<file path="src/hdl/dkac_pkg.sv">
// package for the debug key access control block
package dkac_pkg;
  // register offsets
  localparam logic [7:0] KEY_STATUS_OFF = 8'h07;
  localparam logic [7:0] RESET_REQ_OFF  = 8'h08;
  localparam logic [7:0] SYS_CTRL_OFF   = 8'h0a;
  localparam logic [7:0] SYS_STATUS_OFF = 8'h0b;
  // key register field positions
  localparam int UROW_KEY_BIT  = 5;
  localparam int NVM_KEY_BIT   = 4;
  localparam int ERASE_KEY_BIT = 3;
  // system control fields
  localparam int USER_ROW_DONE_BIT = 1;
  localparam int CLOCK_HOLD_BIT    = 0;
  // system status fields
  localparam int RST_SYS_BIT   = 5;
  localparam int ASLEEP_BIT    = 4;
  localparam int NVM_GRANT_BIT = 3;
  localparam int UROW_GRANT_BIT= 2;
  localparam int LOCK_BIT      = 0;
  // reset values
  localparam logic       CLOCK_HOLD_RST = 1'b1;
  localparam logic [7:0] RESET_REQ_RST  = 8'h00;
  // key signatures
  localparam logic [63:0] ERASE_SIG = 64'h4e564d4572617365;
  localparam logic [63:0] NVM_SIG   = 64'h4e564d50726f6720;
  localparam logic [63:0] UROW_SIG  = 64'h4e564d5573267465;
  localparam int KEY_BYTES  = 8;
  localparam int UROW_BYTES = 32;
  localparam int SYNC_STAGES = 3;

  typedef struct packed {
    logic [7:0] addr;
    logic [7:0] data;
    logic       wr;
    logic       rd;
  } dkac_reg_req_t;

  typedef struct packed {
    logic [4:0] addr;
    logic [7:0] data;
    logic       wr;
  } dkac_ram_wr_t;
endpackage

</file>
<file path="src/hdl/dkac_top.sv">
// key protected access control of the single wire debug port
// Operation
// - erase key starts full chip erase clearing lock; port disable or reset drops it
// - nvm key acts only when unlocked and grant set; dropped on done or reset
// - user-row key acts only when locked with grant; dropped by status write/reset
// - keys are 64-bit, least byte first, compared with three fixed signatures
// - system bus refused until lock cleared; only control space allowed
// - brownout detector forced on during chip erase at configured level
// - direct nvm or flash writes from port only when unlocked
// - user-row mode accepts only ram writes below 32 bytes; others dropped
// - on completion staged bytes copy one to one into user row
// - done bit starts copy; device then clears user-row grant
// - no ram contents returned to the port in user-row mode
// - one-cycle pulse event on every sync character rising edge, cannot be disabled
// - port consumes no events; generator only
// - physical layer keeps operating in every sleep mode
// - no system bus access while system clock is stopped
// - system-asleep flag readable by programmer
// - clock hold keeps system clock during sleep, emulating sleep
// - clock hold defaults to one while port enabled
// - key load carries exactly 64 bits
// - user-row key flag set on decode; write to it resets session
//
// Chosen here: the strobed register port and the address map.
`timescale 1ns/1ps
module dkac_top #(
  parameter logic [7:0] RESET_SIG = 8'h59
) (
  // clock and reset
  input  wire logic                   i_clock,
  input  wire logic                   i_rst,
  // register port
  input  wire dkac_pkg::dkac_reg_req_t i_reg,
  output logic [7:0]                  o_rdata,
  // key load: one byte per strobe, last marks the eighth byte
  input  wire logic                   i_key_valid,
  input  wire logic [7:0]             i_key_byte,
  input  wire logic                   i_key_last,
  // port control
  input  wire logic                   i_port_disable,
  input  wire logic                   i_sync_pin,
  // system side status
  input  wire logic                   i_locked,
  input  wire logic                   i_sys_asleep,
  input  wire logic                   i_sys_clk_on,
  input  wire logic                   i_erase_done,
  input  wire logic                   i_nvm_done,
  // staging buffer, ram read, bus and nvm write requests from the access layer
  input  wire dkac_pkg::dkac_ram_wr_t i_ram_wr,
  input  wire logic                   i_ram_rd,
  input  wire logic                   i_bus_req,
  input  wire logic                   i_nvm_wr_req,
  // outputs
  output logic                        o_sys_reset,
  output logic                        o_chip_erase,
  output logic                        o_bod_force,
  output logic                        o_nvm_prog,
  output logic                        o_bus_grant,
  output logic                        o_nvm_wr_grant,
  output logic                        o_ram_rd_ok,
  output logic                        o_row_wr,
  output logic [4:0]                  o_row_addr,
  output logic [7:0]                  o_row_data,
  output logic                        o_clock_hold,
  output logic                        o_sync_event
);
  logic [63:0] shift_r;
  logic [3:0]  kcnt_r;
  logic        erase_key_r, nvm_key_r, urow_key_r;
  logic [7:0]  system_reset_request_r;
  logic        hold_r, nvm_grant_r, urow_grant_r, copying_r, erase_run_r;
  logic [5:0]  copy_idx_r;
  logic [7:0]  stage_r [dkac_pkg::UROW_BYTES];
  logic [dkac_pkg::SYNC_STAGES-1:0] sync_r;
  logic        sync_q_r;
  logic        wr_key, wr_rst, wr_ctl, key_done, port_reset;

  // zero is the release value, so it cannot also be the hold signature
  if (RESET_SIG == 8'h00)
  begin : g_bad_sig
    $error("reset signature must be nonzero");
  end

  assign wr_key = i_reg.wr && i_reg.addr == dkac_pkg::KEY_STATUS_OFF;
  assign wr_rst = i_reg.wr && i_reg.addr == dkac_pkg::RESET_REQ_OFF;
  assign wr_ctl = i_reg.wr && i_reg.addr == dkac_pkg::SYS_CTRL_OFF;
  assign key_done = i_key_valid && i_key_last && kcnt_r == 4'd7;
  assign port_reset = i_port_disable;

  // key shift: low byte arrives first, so bytes enter at the top
  always_ff @(posedge i_clock or posedge i_rst)
  begin
    if (i_rst)
    begin
      shift_r <= 64'h0;
      kcnt_r  <= 4'h0;
    end
    else if (i_key_valid)
    begin
      shift_r <= {i_key_byte, shift_r[63:8]};
      kcnt_r  <= i_key_last ? 4'h0 : kcnt_r + 4'h1;
    end
  end

  // erase key
  always_ff @(posedge i_clock or posedge i_rst)
  begin
    if (i_rst)
      erase_key_r <= 1'b0;
    else if (port_reset)
      erase_key_r <= 1'b0;
    else if (key_done && {i_key_byte, shift_r[63:8]} == dkac_pkg::ERASE_SIG)
      erase_key_r <= 1'b1;
  end

  // nvm key
  always_ff @(posedge i_clock or posedge i_rst)
  begin
    if (i_rst)
      nvm_key_r <= 1'b0;
    else if (port_reset || (nvm_key_r && i_nvm_done))
      nvm_key_r <= 1'b0;
    else if (key_done && {i_key_byte, shift_r[63:8]} == dkac_pkg::NVM_SIG)
      nvm_key_r <= 1'b1;
  end

  // user-row key; decode wins over a same-cycle status write
  always_ff @(posedge i_clock or posedge i_rst)
  begin
    if (i_rst)
      urow_key_r <= 1'b0;
    else if (key_done && {i_key_byte, shift_r[63:8]} == dkac_pkg::UROW_SIG)
      urow_key_r <= 1'b1;
    else if (port_reset || wr_key)
      urow_key_r <= 1'b0;
  end

  // reset request register
  always_ff @(posedge i_clock or posedge i_rst)
  begin
    if (i_rst)
      system_reset_request_r <= dkac_pkg::RESET_REQ_RST;
    else if (port_reset)
      system_reset_request_r <= dkac_pkg::RESET_REQ_RST;
    else if (wr_rst)
      system_reset_request_r <= i_reg.data;
  end

  // clock hold; back to one whenever the port is disabled
  always_ff @(posedge i_clock or posedge i_rst)
  begin
    if (i_rst)
      hold_r <= dkac_pkg::CLOCK_HOLD_RST;
    else if (port_reset)
      hold_r <= dkac_pkg::CLOCK_HOLD_RST;
    else if (wr_ctl)
      hold_r <= i_reg.data[dkac_pkg::CLOCK_HOLD_BIT];
  end

  // grants are taken while system reset is held with the key active
  always_ff @(posedge i_clock or posedge i_rst)
  begin
    if (i_rst)
    begin
      nvm_grant_r  <= 1'b0;
      urow_grant_r <= 1'b0;
      erase_run_r  <= 1'b0;
    end
    else
    begin
      if (system_reset_request_r == RESET_SIG && erase_key_r)
        erase_run_r <= 1'b1;
      else if (i_erase_done)
        erase_run_r <= 1'b0;
      if (!nvm_key_r)
        nvm_grant_r <= 1'b0;
      else if (system_reset_request_r == RESET_SIG && !i_locked)
        nvm_grant_r <= 1'b1;
      if (!urow_key_r || (copying_r && copy_idx_r == 6'd31))
        urow_grant_r <= 1'b0;
      else if (system_reset_request_r == RESET_SIG && i_locked)
        urow_grant_r <= 1'b1;
    end
  end

  // staging buffer, write only in user-row mode
  for (genvar g = 0; g < dkac_pkg::UROW_BYTES; g++)
  begin : g_stage
    always_ff @(posedge i_clock or posedge i_rst)
    begin
      if (i_rst)
        stage_r[g] <= 8'h00;
      else if (urow_grant_r && !copying_r && i_ram_wr.wr && i_ram_wr.addr == 5'(g))
        stage_r[g] <= i_ram_wr.data;
    end
  end

  // copy sequence
  always_ff @(posedge i_clock or posedge i_rst)
  begin
    if (i_rst)
    begin
      copying_r  <= 1'b0;
      copy_idx_r <= 6'h0;
      o_row_wr   <= 1'b0;
      o_row_addr <= 5'h0;
      o_row_data <= 8'h00;
    end
    else
    begin
      o_row_wr <= copying_r;
      o_row_addr <= copy_idx_r[4:0];
      o_row_data <= stage_r[copy_idx_r[4:0]];
      if (wr_ctl && i_reg.data[dkac_pkg::USER_ROW_DONE_BIT] && urow_grant_r && !copying_r)
      begin
        copying_r  <= 1'b1;
        copy_idx_r <= 6'h0;
      end
      else if (copying_r)
      begin
        copy_idx_r <= copy_idx_r + 6'h1;
        if (copy_idx_r == 6'd31)
          copying_r <= 1'b0;
      end
    end
  end

  // sync event: three stages, edge when second and third agree on rise
  always_ff @(posedge i_clock or posedge i_rst)
  begin
    if (i_rst)
    begin
      sync_r   <= '0;
      sync_q_r <= 1'b0;
      o_sync_event <= 1'b0;
    end
    else
    begin
      sync_r   <= {sync_r[1:0], i_sync_pin};
      if (sync_r[2] == sync_r[1])
        sync_q_r <= sync_r[2];
      o_sync_event <= (sync_r[2] == sync_r[1]) && sync_r[2] && !sync_q_r;
    end
  end

  // outputs and read port; no event input exists, generator only
  always_ff @(posedge i_clock or posedge i_rst)
  begin
    if (i_rst)
    begin
      o_rdata        <= 8'h00;
      o_sys_reset    <= 1'b0;
      o_chip_erase   <= 1'b0;
      o_bod_force    <= 1'b0;
      o_nvm_prog     <= 1'b0;
      o_bus_grant    <= 1'b0;
      o_nvm_wr_grant <= 1'b0;
      o_ram_rd_ok    <= 1'b0;
      o_clock_hold   <= dkac_pkg::CLOCK_HOLD_RST;
    end
    else
    begin
      o_sys_reset  <= system_reset_request_r == RESET_SIG;
      o_chip_erase <= erase_run_r;
      o_bod_force  <= erase_run_r;
      o_nvm_prog   <= nvm_grant_r && !i_locked;
      o_bus_grant  <= i_bus_req && !i_locked && (i_sys_clk_on || hold_r);
      o_nvm_wr_grant <= i_nvm_wr_req && !i_locked;
      o_ram_rd_ok  <= i_ram_rd && !urow_grant_r && !i_locked;
      o_clock_hold <= hold_r;
      o_rdata      <= 8'h00;
      if (i_reg.rd)
      begin
        unique case (i_reg.addr)
          dkac_pkg::KEY_STATUS_OFF:
            o_rdata <= {2'b00, urow_key_r, nvm_key_r, erase_key_r, 3'b000};
          dkac_pkg::RESET_REQ_OFF:
            o_rdata <= system_reset_request_r;
          dkac_pkg::SYS_CTRL_OFF:
            o_rdata <= {7'h00, hold_r};
          dkac_pkg::SYS_STATUS_OFF:
            o_rdata <= {2'b00, system_reset_request_r == RESET_SIG, i_sys_asleep && !hold_r,
                        nvm_grant_r, urow_grant_r, 1'b0, i_locked};
          default:
            o_rdata <= 8'h00;
        endcase
      end
    end
  end
endmodule

</file>
<file path="config.mk">
export PLATFORM = sky130hd
export DESIGN_NAME = dkac_top
export DESIGN_NICKNAME = d
export VERILOG_FILES = /design/src/hdl/dkac_pkg.sv /design/src/hdl/dkac_top.sv
export SDC_FILE = /design/constraint.sdc
export NUM_CORES = 1
export LEC_CHECK = 0
export BUFFER_PORTS_ARGS = -buffer_cell sky130_fd_sc_hd__buf_4
export CAP_MARGIN = 20
export CORE_MARGIN = 2
export CORE_UTILIZATION = 48
export DETAILED_ROUTE_END_ITERATION = 8
export MAX_ROUTING_LAYER = met4
export SLEW_MARGIN = 20
export SYNTH_ARGS = -nofsm -noshare
export SYNTH_HDL_FRONTEND = slang
export SYNTH_SLANG_ARGS = --single-unit
export TNS_END_PERCENT = 30
</file>
<file path="constraint.sdc">
create_clock -name i_clock -period 12.9 [get_ports i_clock]
set_input_delay 0.645 -clock i_clock [delete_from_list [all_inputs] [get_ports i_clock]]
set_output_delay 0.645 -clock i_clock [all_outputs]
set_load 0.05 [all_outputs]
</file>
# After elaboration in Yosys (flattened, before gate mapping)
# Index checks and enable logic that the tools add are counted.
[classes]
addsub = 2
n_lt_le_gt_ge = 1
eq_ne = 43
muxes = 27
bitwise_logic = 1
n_reduce_logical = 78
[op_table]
columns = ["op", "n"]
rows = [
  ["$eq A64 B63 Y1 const B", 3],
  ["$eq A5 B5 Y1 const B", 16],
  ["$logic_and A1 B1 Y1", 59],
  ["$bmux W8 S5", 1],
  ["$eq A5 B4 Y1 const B", 8],
  ["$mux W8", 5],
  ["$pmux W8 S4", 1],
  ["$eq A8 B4 Y1 const B", 3],
  ["$eq A5 B3 Y1 const B", 4],
  ["$mux W1", 17],
  ["$reduce_bool A2 Y1", 8],
  ["$mux W6", 2],
  ["$eq A5 B2 Y1 const B", 2],
  ["$eq A8 B3 Y1 const B", 1],
  ["$eq A8 B7 Y1 const B", 1],
  ["$add A6 B1 Y6 const B", 1],
  ["$eq A6 B5 Y1 const B", 1],
  ["$ge A6 B6 Y1 const B", 1],
  ["$logic_not A1 Y1", 6],
  ["$not A5 Y6", 1],
  ["$eq A5 B1 Y1 const B", 1],
  ["$logic_not A5 Y1", 1],
  ["$add A4 B1 Y4 const B", 1],
  ["$eq A4 B3 Y1 const B", 1],
  ["4 further kinds", 7],
]
[totals]
ff_bits = 380
input_bits = 54
out_inout_bits = 31
wordCells = 210

# Logic depth before layout (Yosys ltp)
[logic_depth]
word_depth = 6
depth_mapped = 7
ltp_nobuf = 5

# Worst setup path before layout
# OpenSTA, ideal clock, no wires.
[synth_path]
path_type = "input port to flip-flop"
start = "in i_ram_wr[9] (netlist name)"
end = "reg stage_r[232] (netlist name)"
setup_ns = 0.125
t_arrival_ns = 2.228
required_ns = 12.775
slack_ns = 10.547
stages = 6
path_buffers = 2
path_cell_list = "or3b_1 or3_1 buf_2 or3_1 buf_6 mux2_4"
[synth_between]
elab_chain_len = 2
[synth_lines]
columns = ["item", "line_no", "source"]
rows = [
  ["start, declared", "dkac_top.sv:49", "input wire dkac_pkg::dkac_ram_wr_t i_ram_wr,"],
  ["$eq A5 B2 Y1", "dkac_top.sv:193", "else if (urow_grant_r && !copying_r && i_ram_wr.wr && i_ram_wr.addr == 5'(g))"],
  ["$logic_and A1 B1 Y1", "dkac_top.sv:193", ""],
  ["end signal, assigned by index", "dkac_top.sv:194", "stage_r[g] <= i_ram_wr.data;"],
  ["end, declared", "dkac_top.sv:73", "logic [7:0] stage_r [dkac_pkg::UROW_BYTES];"],
]
# Every way passes these cells.
# A chain may end at the register's enable or synchronous reset.

# Final worst setup path
[layout_path]
start = "reg copy_idx_r[1]"
end = "reg o_row_data[0]"
[layout_between]
elab_chain_len = 4
[layout_lines]
columns = ["item", "line_no", "source"]
rows = [
  ["start, declared", "dkac_top.sv:72", "logic [5:0] copy_idx_r;"],
  ["start signal, assigned", "dkac_top.sv:221", "copy_idx_r <= copy_idx_r + 6'h1;"],
  ["$not A5 Y6 (implied by the code)", "dkac_top.sv:213", "o_row_data <= stage_r[copy_idx_r[4:0]];"],
  ["$bmux W8 S5", "dkac_top.sv:213", ""],
  ["$mux W8 (implied by the code) (2 in series)", "dkac_top.sv:213", ""],
  ["end signal, assigned", "dkac_top.sv:213", ""],
  ["end, declared", "dkac_top.sv:63", "output logic [7:0] o_row_data,"],
]
# Every way passes these cells. The select of a mux whose other input is x is not followed.

==> summary.md <==
The flow ran to the end, and the final reports show no timing, DRC or antenna violations. For this run, the top clock speed supported by timing is 316 MHz. The clock transition at the registers of the reported paths was 0.06 ns. The worst hold path belongs to the class in2reg. The total number of vias is 9570, and the number of buffers inserted by port buffering is 84. For the pin with the worst max-slew slack, the measured transition is 1.07 ns. Summing all flip-flop and latch instances after layout gives 9320 um^2. The number of remaining DRC errors is 0. The setup TNS is 0 ns. Once routing completed, OpenROAD measured the worst setup slack at 9.74 ns. For this design the top-level I/O count stands at 85. The number of nets in the synthesized netlist is 1175. The first-pass iteration count of the detailed router was 5; the maximum number of pins on one net before global-route repair was 179. The final core area utilization is 55.9%, and the number of flops mapped to enable cells by yosys is 0. The share of synthesized flip-flops with an asynchronous set or reset is 100%.

The commonest non-fill, non-tap cell in the layout is dfrtp_1. Relative to the synthesized area, the layout overhead comes to 14.5%. In the final layout, the multi-input gates occupy 6760 um^2. The tool flagged a number of max-cap violations equal to 0.

Simple-gate area share of the yosys netlist: 6.13%. In this run the standard cell core region covers 33600 um^2. The worst setup path is launched from a flop.

The mean instance size in the synthesized netlist was 14.7 um^2; the number of unique standard cell types used by synthesis was 52. The run gives 9887 as the number of global-route vias before repair. Counting the fill cells in the layout gives 2772. Of all nets on the critical path, the largest fanout is 54. For the internal cell power, the log shows 2.02 mW. The global routing usage summed across all routing layers came out at 22.2%. For this run, the leading register cell type out of synthesis is dfrtp_1.

The buffer levels on the longest clock path was 3. For the worst setup path, the data required time is 13.30 ns. The final layout contains routed wiring with a total length of 37200 um. Die outline area: 35700 um^2.

In the synthesized netlist, the number of instances is 1118. In this run the horizontal extent of the chip is 189 um. Total overflow reported by the global router: 0. The analysis attributes to cell leakage a power of 8.83 nW. In this run, post-CTS repair resized a total of 0 instances. The synthesized design contains 372 register bits.

The share of power burned in registers was 48.6%; the routability-driven placement congestion ratio was 0.822. Once the floorplan was initialized, standard cells occupied 48.8% of the core. At the end of the flow, the number of nets in the layout was 1239. Of the total synthesized cell area, the portion taken by XOR and XNOR cells is 0%. The mux cell area share after synthesis works out to 32.0%. Largest family of logic cells by synthesized area: multiplexers. The share of total power in combinational logic was 4.9%; the switching power was 564 uW. The count of synthesis-stage warnings from yosys was 0.

For the worst-skew pair, the clock arrives at the later sink with an insertion delay of 0.53 ns. The power density over cell area is 137 nW/um^2. In this run switching power makes up 21.8% of total power. The number of setup buffers added after CTS is 0. Summing the areas of all fa, ha and maj instances in the mapped netlist gives 0.229% of the synthesized area.

The critical path is of the reg2reg type. The run gives 0 as the final number of max-transition violations. The first-pass GRT wire length is 59300 um. The root buffer cell chosen for the clock tree is clkbuf_16. The final critical path takes up 24.5% of the cycle. In this run the biggest area consumer among cell types represents 56.4% of the synthesized area. The count of nets left with antenna violations once routing finished came out at 0. Setup violations remaining at the end of the flow were counted as 0. The share of layout cells above drive strength 1 was 45.5%. The uppermost metal layer occupied by signal nets is met4. The detailed router finished its first iteration with 558 violations. The run gives 0 as the final-report hold violation count. Sequential cells were found to cover 56.7% of the synthesized design area. Setup repair after global routing left no endpoint under its margin.

In the final routing, the length of wire on met1 measures 17800 um. The tools report the clock power share as 46.5%. The shortest period the worst path allows was 3.16 ns; the half-perimeter wire length of the detailed placement result was 23400 um. The logs give 0 for the number of antenna violations at the first check in global routing and 17400 um^2 for the area of placed instances. Cell type with the largest total area after synthesis: dfrtp_1. The setup clock skew after layout was 0.0125 ns. Clock tree synthesis found a total of 372 sinks. The number of vias per cell after detailed routing was 5.77; the cell area after layout was 18800 um^2. In the layout the commonest cells are 368 x dfrtp_1, 324 x mux2_2, 89 x buf_4. The worst setup slack before clock tree synthesis is 9.68 ns, and the data arrival time of the critical path is 3.57 ns. TritonCTS built the clock tree.

The remaining max-slew budget at the tightest pin came out at 28.8%. After detailed routing, the average wire length per cell comes to 22.4 um. The clock buffer count from CTS came out at 42. The vertical die dimension works out to 189 um.

Summing every instance area after synthesis gives 16400 um^2. Detailed routing placed a total of 16900 um of wire on met2. Summing the areas of all compound-gate instances in the mapped netlist gives 2.85% of the synthesized area. STA classifies the critical path endpoint as a flop. The tools report the H-tree depth as 2.

The logs give 67 for the number of rows created at floorplan and 1820 um for the routed length on met3. The tools report the count of hold-fix buffers inserted at cts as 0. The total power came out at 2.58 mW. The worst ir drop on vdd is 0.0000933 V.

Sorting the synthesized cells by area gives the leading types as dfrtp_1 56%, mux2_2 22%, mux4_2 6.6%.
## cell usage after synthesis (9+ instances only)
library cell  instances
a22oi_1              18
nor3_1               11
clkbuf_1             36
dfrtp_1             370
nor2_1               40
mux2i_1              40
mux4_2               48
o22ai_1              11
o21ai_0              10
mux2_2              324
nand3_1               9
nor2b_1              16
buf_1                19
inv_1                10
a21oi_1              11
buf_2                11
nand2_1              24
## metrics by stage
| step | instances | hold WS (ns) |
|---|---|---|
| detailed placement | 1586 | 0.349 |
| global placement | 1586 | 0.335 |
| finish | 1659 | 0.231 |
| CTS | 1658 | 0.210 |
| floorplan | 1118 | 0.331 |
| global route | 1658 | 0.210 |
## power by group through the flow
stage	clock [mW]	sequential (mW)	combinational, mW
finish	1.20	1.25	0.125
global route	1.28	1.26	0.140
CTS	1.23	1.25	0.128
detailed placement	0	1.28	0.128
global placement	0	1.27	0.125
floorplan	0	1.26	0.0879
## logic make-up after synthesis
family          count (synthesis)
mux                           420
flops                         372
simple gates                  173
compound gates                 70
fa+ha+maj                       3
buf+inv                        80
## final cells by class
cell class,instances,share of cell area [%]
Multi-Input combinational cell,666,36.0
Antenna cell,1,0.0133
Clock inverter,10,0.686
Sequential cell,372,49.6
Inverter,10,0.240
Tap cell,448,2.98
Clock buffer,62,6.81
Timing Repair Buffer,90,3.66
## state kept, by name, summed over array words and instances (netlist names), 3 cells and up
name,count
o_row_data,8
o_row_addr,5
shift_r,56
sync_r,3
stage_r,256
kcnt_r,4
system_reset_request_r,8
o_rdata,8
copy_idx_r,6
## worst paths after layout
check	startpoint	to	slack, ns	depth (start not counted)
hold reg to reg	sync_r[0]	sync_r[1]	0.35	0
setup / recovery	copy_idx_r[1]	o_row_data[0]	9.74	5
setup reg to reg	copy_idx_r[1]	o_row_data[0]	9.74	5
hold / removal	i_sync_pin	sync_r[0]	0.23	1
max in group asynchronous	i_rst	shift_r[46]	11.13	3
min in group asynchronous	i_rst	copy_idx_r[4]	0.28	2
## metal layers
| layer | vias up | global-route usage [%] |
|---|---|---|
| met5 | - | - |
| met4 | 0 | 5.65 |
| met3 | 48 | 4.24 |
| met2 | 224 | 32.4 |
| met1 | 5029 | 32.3 |
| li1 | 4269 | - |
## worst max-delay path, cell delays in order, from the launching register on
cell and delay [ns]:
dfrtp_4 1.07, buf_4 0.67, mux4_2 0.58, mux2_2 0.30
o22ai_1 0.26, nor3_1 0.08
(Power assumes the default switching activity.)
